$ cat src/ipm_pkg.sv
// Register map, field layout and reset values of the interrupt priority map
package ipm_pkg;

  // Register offsets (word addresses)
  localparam logic [4:0] IPM_OFS_PRIO0 = 5'h00;
  localparam logic [4:0] IPM_OFS_PRIO6 = 5'h06;
  localparam logic [4:0] IPM_OFS_VBASE = 5'h07;
  localparam logic [4:0] IPM_OFS_FMATCH0 = 5'h08;
  localparam logic [4:0] IPM_OFS_FVLOW0 = 5'h09;
  localparam logic [4:0] IPM_OFS_FVHIGH0 = 5'h0A;
  localparam logic [4:0] IPM_OFS_FMATCH1 = 5'h0B;
  localparam logic [4:0] IPM_OFS_FVLOW1 = 5'h0C;
  localparam logic [4:0] IPM_OFS_FVHIGH1 = 5'h0D;
  localparam logic [4:0] IPM_OFS_PEND0 = 5'h0E;
  localparam logic [4:0] IPM_OFS_PEND3 = 5'h11;
  localparam logic [4:0] IPM_OFS_CTRL = 5'h16;

  // Priority register zero field positions (low bit of each pair)
  localparam int IPM_POS_CLOCK_LOCK = 14;
  localparam int IPM_POS_LOW_VOLTAGE = 12;
  localparam int IPM_POS_DEBUG_RX = 8;
  localparam logic [15:0] IPM_PRIO0_RSVD_MASK = 16'h0C00;
  localparam logic [15:0] IPM_PRIO6_RSVD_MASK = 16'hF000;

  // Levels-one-to-three field codes
  localparam logic [1:0] IPM_CODE_OFF = 2'h0;

  // Core presented level encoding
  localparam logic [1:0] IPM_PIC_NONE = 2'h0;
  localparam logic [1:0] IPM_PIC_LVL0 = 2'h1;
  localparam logic [1:0] IPM_PIC_LVL1 = 2'h2;
  localparam logic [1:0] IPM_PIC_LVL23 = 2'h3;

  // Control register layout
  localparam int IPM_CTRL_INT_BIT = 15;
  localparam int IPM_CTRL_DIS_BIT = 5;
  localparam logic [15:0] IPM_CTRL_ONES = 16'h001C;

  // Reset values
  localparam logic [15:0] IPM_RST_PRIO = 16'h0000;
  localparam logic [13:0] IPM_RST_VBASE = 14'h0000;

  // Widths
  localparam int IPM_NSRC = 64;
  localparam int IPM_IDXW = 6;

endpackage : ipm_pkg

$ cat src/ipm_priority_map.sv
// Interrupt arbiter register map with priority register zero arbitration
// Function
// - Bits 15-14 of priority register zero select clock-lock request level.
// - Code 00 disables, 01/10/11 select levels one to three; reset 00.
// - Bits 13-12 select low-voltage request level, disabled after reset.
// - Bits 9-8 select debug-port receive-full request level, disabled at reset.
// - Present chosen level to core if at or above core mask; highest level wins, lowest source within it.
`timescale 1ns/1ps
module ipm_priority_map
  import ipm_pkg::*;
#(
  parameter int SRC_CLOCK_LOCK = 1,
  parameter int SRC_LOW_VOLTAGE = 2,
  parameter int SRC_DEBUG_RX = 3
) (
  // Clock and reset
  input wire logic clk_sys_in,
  input wire logic rst_in,
  // Peripheral bus slave
  input wire logic [4:0] bus_addr_in,
  input wire logic [15:0] bus_wdata_in,
  input wire logic bus_wr_in,
  input wire logic bus_rd_in,
  output logic [15:0] bus_rdata_out,
  // Interrupt sources
  input wire logic [IPM_NSRC-1:0] irq_in,
  // Core side
  input wire logic [1:0] core_mask_in,
  output logic core_irq_out,
  output logic [1:0] core_level_out,
  output logic [6:0] core_vector_out,
  output logic [20:0] core_addr_out,
  output logic core_fast_out
);

  typedef struct packed {
    logic [6:0][15:0] prio;
    logic [13:0] vbase;
    logic [5:0] fmatch0;
    logic [5:0] fmatch1;
    logic [15:0] fvlow0;
    logic [15:0] fvlow1;
    logic [4:0] fvhigh0;
    logic [4:0] fvhigh1;
    logic int_dis;
    logic [IPM_NSRC-1:0] pend;
    logic [15:0] rdata;
    logic irq;
    logic [1:0] level;
    logic [1:0] pic;
    logic [6:0] vec;
    logic [20:0] addr;
    logic fast;
  } ipm_state_s;

  ipm_state_s s_q;
  ipm_state_s s_d;

  // Field code matches a level; shared by every level lane
  function automatic logic ipm_code_hit(input logic [1:0] code, input int lvl);
    ipm_code_hit = (code != IPM_CODE_OFF) && (code == 2'(lvl));
  endfunction : ipm_code_hit

  // Source codes pulled from priority register zero
  logic [1:0] clock_lock_irq_level;
  logic [1:0] low_voltage_irq_level;
  logic [1:0] debug_rx_full_irq_level;
  assign clock_lock_irq_level = s_q.prio[0][IPM_POS_CLOCK_LOCK +: 2];
  assign low_voltage_irq_level = s_q.prio[0][IPM_POS_LOW_VOLTAGE +: 2];
  assign debug_rx_full_irq_level = s_q.prio[0][IPM_POS_DEBUG_RX +: 2];

  // Per-level request vectors; sources without a decoded field stay out
  logic [3:1][IPM_NSRC-1:0] lvl_req;
  logic [3:1] lvl_hit;
  logic [3:1][IPM_IDXW-1:0] lvl_idx;
  logic [IPM_NSRC-1:0] live;

  always_comb begin
    lvl_req = '0;
    for (int l = 1; l <= 3; l++) begin
      lvl_req[l][SRC_CLOCK_LOCK] = irq_in[SRC_CLOCK_LOCK] &&
        ipm_code_hit(clock_lock_irq_level, l);
      lvl_req[l][SRC_LOW_VOLTAGE] = irq_in[SRC_LOW_VOLTAGE] &&
        ipm_code_hit(low_voltage_irq_level, l);
      lvl_req[l][SRC_DEBUG_RX] = irq_in[SRC_DEBUG_RX] &&
        ipm_code_hit(debug_rx_full_irq_level, l);
    end
    live = lvl_req[1] | lvl_req[2] | lvl_req[3];
  end

  // One lowest-index finder per level
  genvar gl;
  generate
    for (gl = 1; gl <= 3; gl++) begin : g_lvl
      ipm_lowest_enc #(
        .N(IPM_NSRC),
        .W(IPM_IDXW)
      ) u_enc (
        .req_in(lvl_req[gl]),
        .hit_out(lvl_hit[gl]),
        .idx_out(lvl_idx[gl])
      );
    end
  endgenerate

  // Winner: highest level first, lowest source within it
  logic win_hit;
  logic [1:0] win_lvl;
  logic [IPM_IDXW-1:0] win_idx;
  logic permit;
  logic fast0;
  logic fast1;

  always_comb begin
    win_hit = 1'b0;
    win_lvl = 2'h0;
    win_idx = '0;
    for (int l = 1; l <= 3; l++) begin
      if (lvl_hit[l]) begin
        win_hit = 1'b1;
        win_lvl = 2'(l);
        win_idx = lvl_idx[l];
      end
    end
    // Core accepts only levels at or above its mask setting
    permit = win_hit && !s_q.int_dis && (win_lvl >= core_mask_in);
    fast0 = (win_lvl == 2'h2) && (win_idx == s_q.fmatch0);
    fast1 = (win_lvl == 2'h2) && (win_idx == s_q.fmatch1) && !fast0;
  end

  // Next-state: register writes, read mux, core outputs
  always_comb begin
    s_d = s_q;
    // Bus write; reserved bits are dropped so they always read zero
    if (bus_wr_in) begin
      if (bus_addr_in <= IPM_OFS_PRIO6) begin
        s_d.prio[bus_addr_in[2:0]] = bus_wdata_in;
        if (bus_addr_in == IPM_OFS_PRIO0) begin
          s_d.prio[0] = bus_wdata_in & ~IPM_PRIO0_RSVD_MASK;
        end
        if (bus_addr_in == IPM_OFS_PRIO6) begin
          s_d.prio[6] = bus_wdata_in & ~IPM_PRIO6_RSVD_MASK;
        end
      end else begin
        unique case (bus_addr_in)
          IPM_OFS_VBASE: s_d.vbase = bus_wdata_in[13:0];
          IPM_OFS_FMATCH0: s_d.fmatch0 = bus_wdata_in[5:0];
          IPM_OFS_FVLOW0: s_d.fvlow0 = bus_wdata_in;
          IPM_OFS_FVHIGH0: s_d.fvhigh0 = bus_wdata_in[4:0];
          IPM_OFS_FMATCH1: s_d.fmatch1 = bus_wdata_in[5:0];
          IPM_OFS_FVLOW1: s_d.fvlow1 = bus_wdata_in;
          IPM_OFS_FVHIGH1: s_d.fvhigh1 = bus_wdata_in[4:0];
          IPM_OFS_CTRL: s_d.int_dis = bus_wdata_in[IPM_CTRL_DIS_BIT];
          default: s_d.int_dis = s_q.int_dis; // Read-only or unmapped
        endcase
      end
    end

    // Pending view holds only requests that may arbitrate
    s_d.pend = live;

    // Read data registered one cycle after the strobe
    s_d.rdata = 16'h0000;
    if (bus_rd_in) begin
      if (bus_addr_in <= IPM_OFS_PRIO6) begin
        s_d.rdata = s_q.prio[bus_addr_in[2:0]];
      end else if (bus_addr_in >= IPM_OFS_PEND0 && bus_addr_in <= IPM_OFS_PEND3) begin
        s_d.rdata = s_q.pend[16 * 32'(bus_addr_in - IPM_OFS_PEND0) +: 16];
      end else begin
        unique case (bus_addr_in)
          IPM_OFS_VBASE: s_d.rdata = {2'h0, s_q.vbase};
          IPM_OFS_FMATCH0: s_d.rdata = {10'h000, s_q.fmatch0};
          IPM_OFS_FVLOW0: s_d.rdata = s_q.fvlow0;
          IPM_OFS_FVHIGH0: s_d.rdata = {11'h000, s_q.fvhigh0};
          IPM_OFS_FMATCH1: s_d.rdata = {10'h000, s_q.fmatch1};
          IPM_OFS_FVLOW1: s_d.rdata = s_q.fvlow1;
          IPM_OFS_FVHIGH1: s_d.rdata = {11'h000, s_q.fvhigh1};
          IPM_OFS_CTRL: begin
            s_d.rdata = IPM_CTRL_ONES;
            s_d.rdata[IPM_CTRL_INT_BIT] = s_q.irq;
            s_d.rdata[14:13] = s_q.pic;
            s_d.rdata[12:6] = s_q.vec;
            s_d.rdata[IPM_CTRL_DIS_BIT] = s_q.int_dis;
          end
          default: s_d.rdata = 16'h0000; // Unmapped reads zero
        endcase
      end
    end

    // Core presentation; level 1 maps to code 10, levels 2-3 to 11
    s_d.irq = permit;
    s_d.level = permit ? win_lvl : 2'h0;
    s_d.pic = !permit ? IPM_PIC_NONE : (win_lvl == 2'h1) ? IPM_PIC_LVL1 : IPM_PIC_LVL23;
    s_d.vec = permit ? {1'b0, win_idx} : 7'h00;
    s_d.fast = permit && (fast0 || fast1);
    // Fast vectors bypass the base-plus-number address
    if (permit && fast0) begin
      s_d.addr = {s_q.fvhigh0, s_q.fvlow0};
    end else if (permit && fast1) begin
      s_d.addr = {s_q.fvhigh1, s_q.fvlow1};
    end else if (permit) begin
      s_d.addr = {s_q.vbase, 1'b0, win_idx};
    end else begin
      s_d.addr = 21'h000000;
    end
  end

  // State register; all priority fields start disabled
  always_ff @(posedge clk_sys_in or posedge rst_in) begin
    if (rst_in) begin
      s_q <= '0;
      s_q.prio <= {7{IPM_RST_PRIO}};
      s_q.vbase <= IPM_RST_VBASE;
    end else begin
      s_q <= s_d;
    end
  end

  // Outputs straight from flops
  assign bus_rdata_out = s_q.rdata;
  assign core_irq_out = s_q.irq;
  assign core_level_out = s_q.level;
  assign core_vector_out = s_q.vec;
  assign core_addr_out = s_q.addr;
  assign core_fast_out = s_q.fast;

endmodule : ipm_priority_map

$ cat src/ipm_lowest_enc.sv
// Lowest-numbered active request finder
`timescale 1ns/1ps
module ipm_lowest_enc #(
  parameter int N = 64,
  parameter int W = 6
) (
  // Requests
  input wire logic [N-1:0] req_in,
  // Result
  output logic hit_out,
  output logic [W-1:0] idx_out
);

  // Scan downward so the lowest index is left standing
  always_comb begin
    hit_out = 1'b0;
    idx_out = '0;
    for (int i = N - 1; i >= 0; i--) begin
      if (req_in[i]) begin
        hit_out = 1'b1;
        idx_out = W'(i);
      end
    end
  end

endmodule : ipm_lowest_enc

$ cat config.mk
export PLATFORM = sky130hd
export DESIGN_NAME = ipm_priority_map
export DESIGN_NICKNAME = d
export VERILOG_FILES = /design/src/ipm_pkg.sv /design/src/ipm_priority_map.sv /design/src/ipm_lowest_enc.sv
export SDC_FILE = /design/constraint.sdc
export NUM_CORES = 1
export LEC_CHECK = 0
export BUFFER_PORTS_ARGS = -buffer_cell sky130_fd_sc_hd__buf_4
export CAP_MARGIN = 20
export CORE_MARGIN = 4
export CORE_UTILIZATION = 50
export DETAILED_ROUTE_END_ITERATION = 8
export PLACE_DENSITY = 0.75
export SYNTH_ARGS = -nofsm -noshare
export SYNTH_HDL_FRONTEND = slang
export SYNTH_HIERARCHICAL = 1
export SYNTH_SLANG_ARGS = --single-unit
$ cat constraint.sdc
create_clock -name clk_sys_in -period 19.22 [get_ports clk_sys_in]
set_input_delay 2.883 -clock clk_sys_in [delete_from_list [all_inputs] [get_ports clk_sys_in]]
set_output_delay 2.883 -clock clk_sys_in [all_outputs]
set_load 0.03 [all_outputs]
==> results of run 1 <==
## worst max path at each step
stage	endpoint	slack (ns)
final	core_addr_out[17]	12.04
after global routing	core_addr_out[17]	11.66
after CTS	core_addr_out[17]	12.09
after detailed placement	core_addr_out[19]	11.57
after global placement	core_addr_out[17]	11.61
after floorplan	bus_rdata_out[0]	9.98
## cells in the mapped netlist, types with 8 or more instances
library cell  instances
a21oi_1              63
a221oi_1             24
a22o_1                9
a311oi_1              8
a31oi_1              13
and2_1               10
and3_1               12
buf_1                10
buf_2                21
buf_4                46
clkbuf_1             39
dfrtp_1             232
inv_1                52
mux2_2              189
mux2i_1              12
mux4_2               17
nand2_1              69
nand3_1              79
nand3b_1              8
nand4_1              25
nor2_1              120
nor2b_1              22
nor3_1               54
nor4_1               45
o211ai_1              8
o21a_1               16
o21ai_0              44
o21ai_1              12
or4_4                11
## power by group through the flow
stage	Sequential, µW	Clock [µW]	Combinational, µW
after floorplan	608	0	198
after global routing	630	489	276
final	624	463	248
after CTS	622	467	242
after detailed placement	629	0	240
after global placement	623	0	233
## area by class of cell
cell class	instances	area (µm²)
fill	2244	9780
multi-input combinational	1577	9320
sequential	232	5810
timing repair buffer	88	703
clock buffer	30	662
tap	341	427
inverter	53	206
clock inverter	9	120
## critical path: stages
cell,delay [ns]
buf_4,0.12
and3_1,0.24
nor4_1,0.67
nand3_1,0.19
nor3_1,0.26
nand2_1,0.45
or2_2,0.49
ha_1,0.28
nor2_1,0.05
or3_1,0.34
or4_4,0.56
or4_4,0.65
nand4_1,0.19
nand3_1,0.14
## sequential cells by signal (all words and copies together), names as in the netlist
| signal | count |
|---|---|
| bus_rdata_out | 16 |
| core_vector_out | 6 |
| low_voltage_irq_level | 2 |
| core_fast_out | 1 |
| core_addr_out | 21 |
| core_level_out | 2 |
| clock_lock_irq_level | 2 |
| core_irq_out | 1 |
| debug_rx_full_irq_level | 2 |
| s_q | 179 |
## routing by layer
metal	global-route usage (%)	routed length (µm)	up-vias
li1	-	-	5706
met1	30.9	14900	5661
met2	38.9	17000	435
met3	3.89	2680	83
met4	6.83	1020	0
met5	0	0	-
## through the flow
step | total power [µW] | std cells | setup slack (ns) | util, %
global route | 1390 | 2330 | 11.66 | 63.8
CTS | 1330 | 2326 | 12.09 | 63.6
detailed placement | 870 | 2287 | 11.57 | 60.7
floorplan | 806 | 1981 | 9.98 | -
finish | 1340 | 2330 | 12.04 | 63.8
global placement | 856 | 2285 | 11.61 | 60.6
## logic make-up after synthesis
kind of cell | share of synthesized area [%]
other | 0.0272
XOR/XNOR | 0.0636
multiplexers | 19.1
AO/OA/AOI/OAI | 13.3
adder cells (fa/ha/maj) | 0.545
buffers and inverters | 6.30
AND/OR/NAND/NOR | 18.5
flip-flops | 42.2
==> impl_metrics.csv, run 1 <==
group,metric,value,unit
placement,gp_congestion,0.904,
detailed_routing,drc_errors,0,
min_path,worstHoldEndpoint,"s_q[292]",
die,die_x,174,µm
worst_setup_path,path_max_fanout,23,
sta,rsz0062_at_grt,"no",
synthesis,avgSynthCellArea,9.92,µm²
synthesis,synth-main-ff-cell,"dfrtp_1",
synthesis,synth_area,13800,µm²
min_path,hold_start,"s_q[292]",
die,die_area,30200,µm²
sta,clock_skew,0.0156,ns
final_layout,diodes,0,
worst_setup_path,ff2ff_path_depth,13,
worst_setup_path,crit_start,"irq_in[2]",
power,swShare,27.9,%
clock_network,cts.sinks,232,
sta,worstMarginPinSlew,1.02,ns
worst_setup_path,crit_required,19.58,ns
power,power_leakage,0.00861,µW
worst_setup_path,rr_endpoint,"core_addr_out[17]",
min_path,holdPathStages,1,
final_layout,final_cell_mix,"595 x conb_1, 232 x dfrtp_1, 189 x mux2_2, 120 x nor2_1, 83 x buf_4",
global_routing,grt_use_total,23.1,%
worst_setup_path,end_kind,"flip-flop",
clock_network,cts_hold_buf,0,
clock_network,post-cts-setup-buffers,0,
detailed_routing,wl,35600,µm
synthesis,ys_seq_area_share,42.2,%
final_layout,area_growth,25.3,%
sta,worst_hold_slack,0.496,ns
synthesis,synth.area.top_cells,"dfrtp_1 42%, mux2_2 15%, nor2_1 3.3%, nand3_1 2.9%, mux4_2 2.8%",
detailed_routing,num_vias,11900,
global_routing,grt_pass1_wl,57100,µm
final_layout,nets,2071,
placement,numPortBuffers,76,
final_layout,final_common_cell,"conb_1",
sta,setup_violations,0,
die,fp.dieH,174,µm
worst_setup_path,r2r_slack,14.08,ns
synthesis,synth_warnings,6,
power,p_clk_share,34.7,%
die,pin_count,139,
sta,fin_setup_tns,0,ns
die,start_util,50.9,%
die,core,27000,µm²
synthesis,synth-async-reset-ratio,100,%
worst_setup_path,worst_setup_path_start_kind,"primary input",
worst_setup_path,crit_type,"primary input to flip-flop",
clock_network,cts_resized,0,
detailed_routing,dr.pass1.iters,5,
power,powerDensity,77.4,nW/µm²
power,p_sw,373,µW
synthesis,yosysTopAreaCell,"dfrtp_1",
synthesis,syn-instance-count,1387,
detailed_routing,via_per_inst,5.10,
worst_setup_path,worst_r2r_startpoint,"low_voltage_irq_level[1]",
sta,timing.final.crit_share,37.3,%
sta,relSlewSlack,31.7,%
detailed_routing,drt_iter0_drc,1157,
placement,place_area,16400,µm²
power,power_frac_seq,46.7,%
synthesis,synth-seq-cells,232,
global_routing,first_global_vias,11200,
clock_network,cts-htree-levels,1,
flow_run,maxCapViolCount,0,
final_layout,design_area,17200,µm²
detailed_routing,final_antenna_net_count,0,
global_routing,grt_max_degree,146,
final_layout,drive_above_1_share,17.8,%
synthesis,synth_top_area_share,42.2,%
global_routing,grt_overflow_total,0,
power,cellInternalPower,963,µW
clock_network,cts_tree,"built",
sta,hold_viol,0,
clock_network,clkLatencyLatePin,0.51,ns
synthesis,synth_edf_count,0,
run_status,status,"finished, final reports clean",
die,rows,60,
clock_network,clk_path_buf_depth,3,
worst_setup_path,cp.arrival,7.54,ns
clock_network,clock-root-buffer,"clkbuf_16",
global_routing,antenna_found_initial,0,
clock_network,clk_pin_slew_worst_paths,0.06,ns
power,irDropWorstVdd,0.0584,mV
power,power_frac_comb,18.6,%
clock_network,cts_buffers,22,
sta,max_freq,139,MHz
sta,drv_slew,0,
sta,final.min_clock_period,7.18,ns
synthesis,ys_types,76,
min_path,hold_class,"flip-flop to flip-flop",
detailed_routing,drt-wirelength-per-cell,15.3,µm
placement,dp_hpwl,24900,µm
Note: power is estimated with default switching activity, not from simulation.
==> inputs of run 2 (changes only) <==
==> constraint.sdc (replaced) <==
create_clock -name clk_sys_in -period 7.4 [get_ports clk_sys_in]
set_input_delay 1.11 -clock clk_sys_in [delete_from_list [all_inputs] [get_ports clk_sys_in]]
set_output_delay 1.11 -clock clk_sys_in [all_outputs]
set_load 0.03 [all_outputs]
==> impl_metrics.csv, run 2 (synthesized netlist as in run 1, its figures left out) <==
group,metric,value,unit
final_layout,nFillCells,2278,
flow_run,maxCapViolCount,0,
detailed_routing,via_per_inst,5.02,
die,pin_count,139,
final_layout,largest_reg_flops,179,
worst_setup_path,worst_r2r_startpoint,"low_voltage_irq_level[0]",
worst_setup_path,cpPeakStageDelay,0.69,ns
placement,dp_hpwl,25000,µm
die,rows,60,
global_routing,gr-usage-met3,3.91,%
min_path,worstHoldEndpoint,"s_q[193]",
detailed_routing,drc_errors,0,
final_layout,final_common_cell,"conb_1",
final_layout,drive_above_1_share,17.9,%
power,irDropWorstVdd,0.153,mV
detailed_routing,drt-wirelength-per-cell,15.1,µm
clock_network,cts_buffers,22,
worst_setup_path,cpMaxStageDelayCell,"nor4_1",
final_layout,design_area,17300,µm²
final_layout,fin_cells,2333,
sta,relSlewSlack,31.8,%
sta,final.min_clock_period,5.42,ns
clock_network,post-cts-setup-buffers,0,
worst_setup_path,cp_cell_sequence,"buf_4 -> and3_1 -> nor4_1 -> nand3_1 -> nor3_1 -> nand2_1 -> or2_2 -> ha_1 -> nor2_1 -> or3_1 -> or4_4 -> or4_4 -> nand4_1 -> nand3_1",
global_routing,grt_use_total,23.2,%
sta,setup_violations,0,
sta,rsz0062_at_grt,"no",
clock_network,clk_path_buf_depth,3,
worst_setup_path,crit_required,7.78,ns
sta,clock_skew,0.0116,ns
global_routing,top_usage_layer,"met2",
worst_setup_path,rr_endpoint,"core_addr_out[17]",
min_path,holdPathStages,2,
power,powerDensity,204,nW/µm²
placement,dp.cells,2289,
placement,numPortBuffers,76,
min_path,hold_start,"s_q[193]",
sta,max_freq,184,MHz
detailed_routing,num_vias,11700,
sta,hold_viol,0,
clock_network,clk_pin_slew_worst_paths,0.07,ns
clock_network,cts-htree-levels,1,
clock_network,clkLatencyLatePin,0.51,ns
worst_setup_path,end_kind,"flip-flop",
detailed_routing,dr.pass1.iters,5,
worst_setup_path,crit_buf_inv,1,
final_layout,final_cell_mix,"595 x conb_1, 232 x dfrtp_1, 189 x mux2_2, 120 x nor2_1, 84 x buf_4",
global_routing,grt_pass1_wl,57500,µm
sta,fin_setup_tns,0,ns
worst_setup_path,critPathTopFamily,"simple AND/OR/NAND/NOR gates",
detailed_routing,final_antenna_net_count,0,
global_routing,first_global_vias,11300,
run_status,status,"finished, final reports clean",
min_path,hold_class,"flip-flop to flip-flop",
global_routing,gr-usage-met2,38.6,%
clock_network,clock-root-buffer,"clkbuf_16",
placement,place_area,16400,µm²
clock_network,cts_hold_buf,0,
clock_network,cts_tree,"built",
worst_setup_path,ff2ff_path_depth,13,
worst_setup_path,r2r_slack,2.23,ns
die,die_x,174,µm
die,die_area,30200,µm²
die,start_util,50.9,%
clock_network,cts.sinks,232,
worst_setup_path,path_max_fanout,23,
clock_network,cts_resized,0,
final_layout,nets,2073,
sta,drv_slew,0,
global_routing,grt.met1_usage,31.0,%
die,core,27000,µm²
global_routing,antenna_found_initial,0,
die,fp.dieH,174,µm
worst_setup_path,cp.arrival,5.80,ns
sta,worstMarginPinSlew,1.02,ns
placement,gp_congestion,0.898,
worst_setup_path,crit_type,"primary input to flip-flop",
sta,timing.final.crit_share,73.3,%
detailed_routing,wl,35300,µm
global_routing,grt_overflow_total,0,
power,power_leakage,0.00863,µW
final_layout,area_growth,25.8,%
global_routing,grt_max_degree,151,
final_layout,largest_register,"s_q",
worst_setup_path,worst_setup_path_start_kind,"primary input",
detailed_routing,drt_iter0_drc,965,
[run 2: cell types whose count changed in the layout (fill, tap and decap cells not counted)]
| cell | previous run | this run |
|---|---|---|
| buf_4 | 83 | 84 |
| diode_2 | 0 | 1 |
| inv_8 | 1 | 0 |
| buf_12 | 0 | 1 |
| clkinv_4 | 0 | 2 |
| inv_6 | 0 | 1 |
| clkinv_2 | 6 | 3 |
| clkinvlp_4 | 0 | 2 |
| bufinv_16 | 3 | 5 |
| clkbuf_8 | 6 | 3 |
[run 2: worst register-to-register path, delay by kind of cell, from the launching register on]
kind,cells,cell delay (ns)
simple gates,12,4.31
flops,1,0.46
fa+ha+maj,1,0.28
[run 2: final cells by class]
type / instances / area (µm²) / share of cell area, %
Antenna cell: 1 / 2.50 / 0.0145
Clock buffer: 27 / 621 / 3.58
Clock inverter: 12 / 199 / 1.15
Inverter: 53 / 203 / 1.17
Multi-Input combinational cell: 1577 / 9320 / 53.9
Sequential cell: 232 / 5810 / 33.5
Tap cell: 341 / 427 / 2.46
Timing Repair Buffer: 90 / 731 / 4.22
[run 2: per-stage QoR]
step / hold slack [ns] / power, µW / worst slack [ns] / util [%]
after global routing: 0.504 / 3690 / 1.47 / 64.0
after detailed placement: 0.471 / 2260 / 1.50 / 60.8
after global placement: 0.465 / 2230 / 1.58 / 60.7
final: 0.495 / 3530 / 1.98 / 64.1
after floorplan: 0.445 / 2090 / 2.55 / -
after CTS: 0.490 / 3520 / 2.01 / 63.8
[run 2: how the worst max path moves through the flow]
stage	start	to	slack, ns	cells after the start
after floorplan	irq_in[3]	core_addr_out[10]	2.55	16
after global placement	irq_in[2]	core_addr_out[18]	1.58	14
after detailed placement	irq_in[2]	core_addr_out[19]	1.50	14
after CTS	irq_in[2]	core_addr_out[19]	2.01	14
after global routing	irq_in[2]	core_addr_out[17]	1.47	15
final	irq_in[2]	core_addr_out[17]	1.98	14
[run 2: routing by layer]
metal | part of all wire, % | vias up | wire length [µm]
met5 | 0 | - | 0
met4 | 3.7 | 0 | 1310
met3 | 6.5 | 82 | 2300
met2 | 47 | 380 | 16700
met1 | 42 | 5539 | 15000
li1 | - | 5715 | -
[run 2: power breakdown]
group / internal (µW) / leakage, µW / switching [µW] / total [µW]
logic: 301 / 0.00519 / 342 / 643
registers: 1470 / 0.00303 / 151 / 1620
clock network: 774 / 0.000402 / 492 / 1270
total: 2550 / 0.00863 / 985 / 3530
==> inputs of run 3 (changes only) <==
==> constraint.sdc (replaced) <==
create_clock -name clk_sys_in -period 5.22 [get_ports clk_sys_in]
set_input_delay 0.783 -clock clk_sys_in [delete_from_list [all_inputs] [get_ports clk_sys_in]]
set_output_delay 0.783 -clock clk_sys_in [all_outputs]
set_load 0.03 [all_outputs]
==> impl_metrics.csv, run 3 (synthesized netlist as in run 1, its figures left out) <==
group,metric,value,unit
global_routing,antenna_found_initial,0,
clock_network,clk_pin_slew_worst_paths,0.06,ns
worst_setup_path,crit_type,"flip-flop to flip-flop",
sta,hold_viol,0,
die,rows,60,
global_routing,grt_overflow_total,0,
flow_run,maxCapViolCount,0,
detailed_routing,drt_iter0_drc,1117,
sta,setup_violations,0,
worst_setup_path,worst_setup_path_start_kind,"flip-flop",
detailed_routing,num_vias,11800,
sta,fin_setup_tns,0,ns
final_layout,final_cell_mix,"595 x conb_1, 232 x dfrtp_1, 189 x mux2_2, 120 x nor2_1, 96 x buf_4",
detailed_routing,final_antenna_net_count,0,
detailed_routing,via_per_inst,5.03,
final_layout,nFillCells,2291,
clock_network,cts_resized,0,
clock_network,cts.sinks,232,
worst_setup_path,r2r_slack,0.82,ns
clock_network,clkLatencyLatePin,0.51,ns
global_routing,grt_max_degree,163,
placement,dp_hpwl,24700,µm
sta,rsz0062_at_grt,"no",
die,fp.dieH,174,µm
min_path,hold_class,"flip-flop to flip-flop",
power,powerDensity,278,nW/µm²
die,die_x,174,µm
sta,timing.final.crit_share,84.3,%
global_routing,grt_pass1_wl,56400,µm
run_status,status,"finished, final reports clean",
power,power_leakage,0.00859,µW
global_routing,first_global_vias,11100,
placement,numPortBuffers,76,
detailed_routing,dr.pass1.iters,5,
sta,final.min_clock_period,4.40,ns
die,start_util,50.9,%
sta,clock_skew,0.0133,ns
sta,worstMarginPinSlew,1.04,ns
worst_setup_path,cp.arrival,4.77,ns
die,pin_count,139,
sta,timing.final.ws_setup,0.818,ns
clock_network,clock-root-buffer,"clkbuf_16",
final_layout,area_growth,25.0,%
detailed_routing,drc_errors,0,
detailed_routing,wl,35000,µm
clock_network,cts_buffers,23,
sta,max_freq,227,MHz
worst_setup_path,end_kind,"flip-flop",
clock_network,cts_hold_buf,0,
clock_network,cts_tree,"built",
final_layout,largest_register,"s_q",
power,irDropWorstVdd,0.228,mV
placement,place_ws,0.425,ns
worst_setup_path,path_max_fanout,21,
clock_network,clk_path_buf_depth,3,
final_layout,nets,2081,
clock_network,cts-htree-levels,1,
sta,drv_slew,0,
final_layout,largest_reg_flops,179,
detailed_routing,drt-wirelength-per-cell,15.0,µm
clock_network,post-cts-setup-buffers,0,
die,die_area,30200,µm²
die,core,27000,µm²
sta,relSlewSlack,30.4,%
final_layout,diodes,0,
placement,gp_congestion,0.915,
final_layout,drive_above_1_share,18.0,%
worst_setup_path,crit_required,5.59,ns
final_layout,final_common_cell,"conb_1",
global_routing,grt_use_total,22.7,%
-- run 3: changes by cell type in the layout (fill, tap and decap cells not counted) --
cell	before	now
clkbuf_1	1	2
buf_4	84	96
buf_16	1	0
diode_2	1	0
nor2b_1	21	22
clkinv_4	2	0
buf_6	2	0
nor2b_2	1	0
buf_8	2	0
clkbuf_8	3	6
clkinv_2	3	4
bufinv_16	5	0
-- run 3: final cells by class --
| type | count | area [µm²] | share of cell area [%] |
|---|---|---|---|
| clock buffers | 31 | 666 | 3.87 |
| clock inverters | 6 | 36.3 | 0.211 |
| inverters | 53 | 203 | 1.18 |
| multi-input cells | 1577 | 9320 | 54.2 |
| flip-flops and latches | 232 | 5810 | 33.8 |
| well taps | 341 | 427 | 2.48 |
| repair buffers | 97 | 741 | 4.31 |
-- run 3: path summary, 6_finish.rpt --
kind / start / end / cells after the start
hold reg to reg: s_q[202] / s_q[202] / 1
hold / removal: s_q[202] / s_q[202] / 1
max in group asynchronous: rst_in / s_q[204] / 3
min in group asynchronous: rst_in / s_q[147] / 3
setup / recovery: clock_lock_irq_level[0] / core_addr_out[17] / 13
setup reg to reg: clock_lock_irq_level[0] / core_addr_out[17] / 13
-- run 3: metal layers --
| layer | global-route usage, % | vias up | share of wire, % |
|---|---|---|---|
| met3 | 4.09 | 79 | 6.9 |
| met5 | 0 | - | 0 |
| li1 | - | 5731 | - |
| met1 | 30.7 | 5540 | 43 |
| met2 | 37.7 | 401 | 47 |
| met4 | 6.27 | 0 | 3.3 |
-- run 3: report_power, final --
group / switching (µW) / internal (µW) / leakage (µW)
combinational: 485 / 429 / 0.00521
sequential: 207 / 2090 / 0.00303
clock: 677 / 888 / 0.000349
total: 1370 / 3400 / 0.00859
-- run 3: worst max-delay path, stage by stage, from the launching register on --
cell and delay [ns]:
dfrtp_1 0.52, nor2_1 0.14, nor4_1 0.48, nand3_1 0.18, nor3_1 0.26, nand2_1 0.18, or2_2 0.36, ha_1 0.28
nor2_1 0.05, or3_1 0.32, or4_4 0.55, or4_4 0.66, nand4_1 0.17, nand3_1 0.11
-- run 3: per-stage QoR --
stage	total power (µW)	instances	hold WS [ns]	area, µm²	utilization [%]
2_1_floorplan	2970	1981	0.445	16000	-
3_3_place_gp	3170	2299	0.468	16500	61.0
3_5_place_dp	3210	2299	0.471	16500	61.0
4_1_cts	4760	2336	0.501	17200	63.6
5_1_grt	4990	2337	0.507	17200	63.6
6_report	4770	2337	0.500	17200	63.6
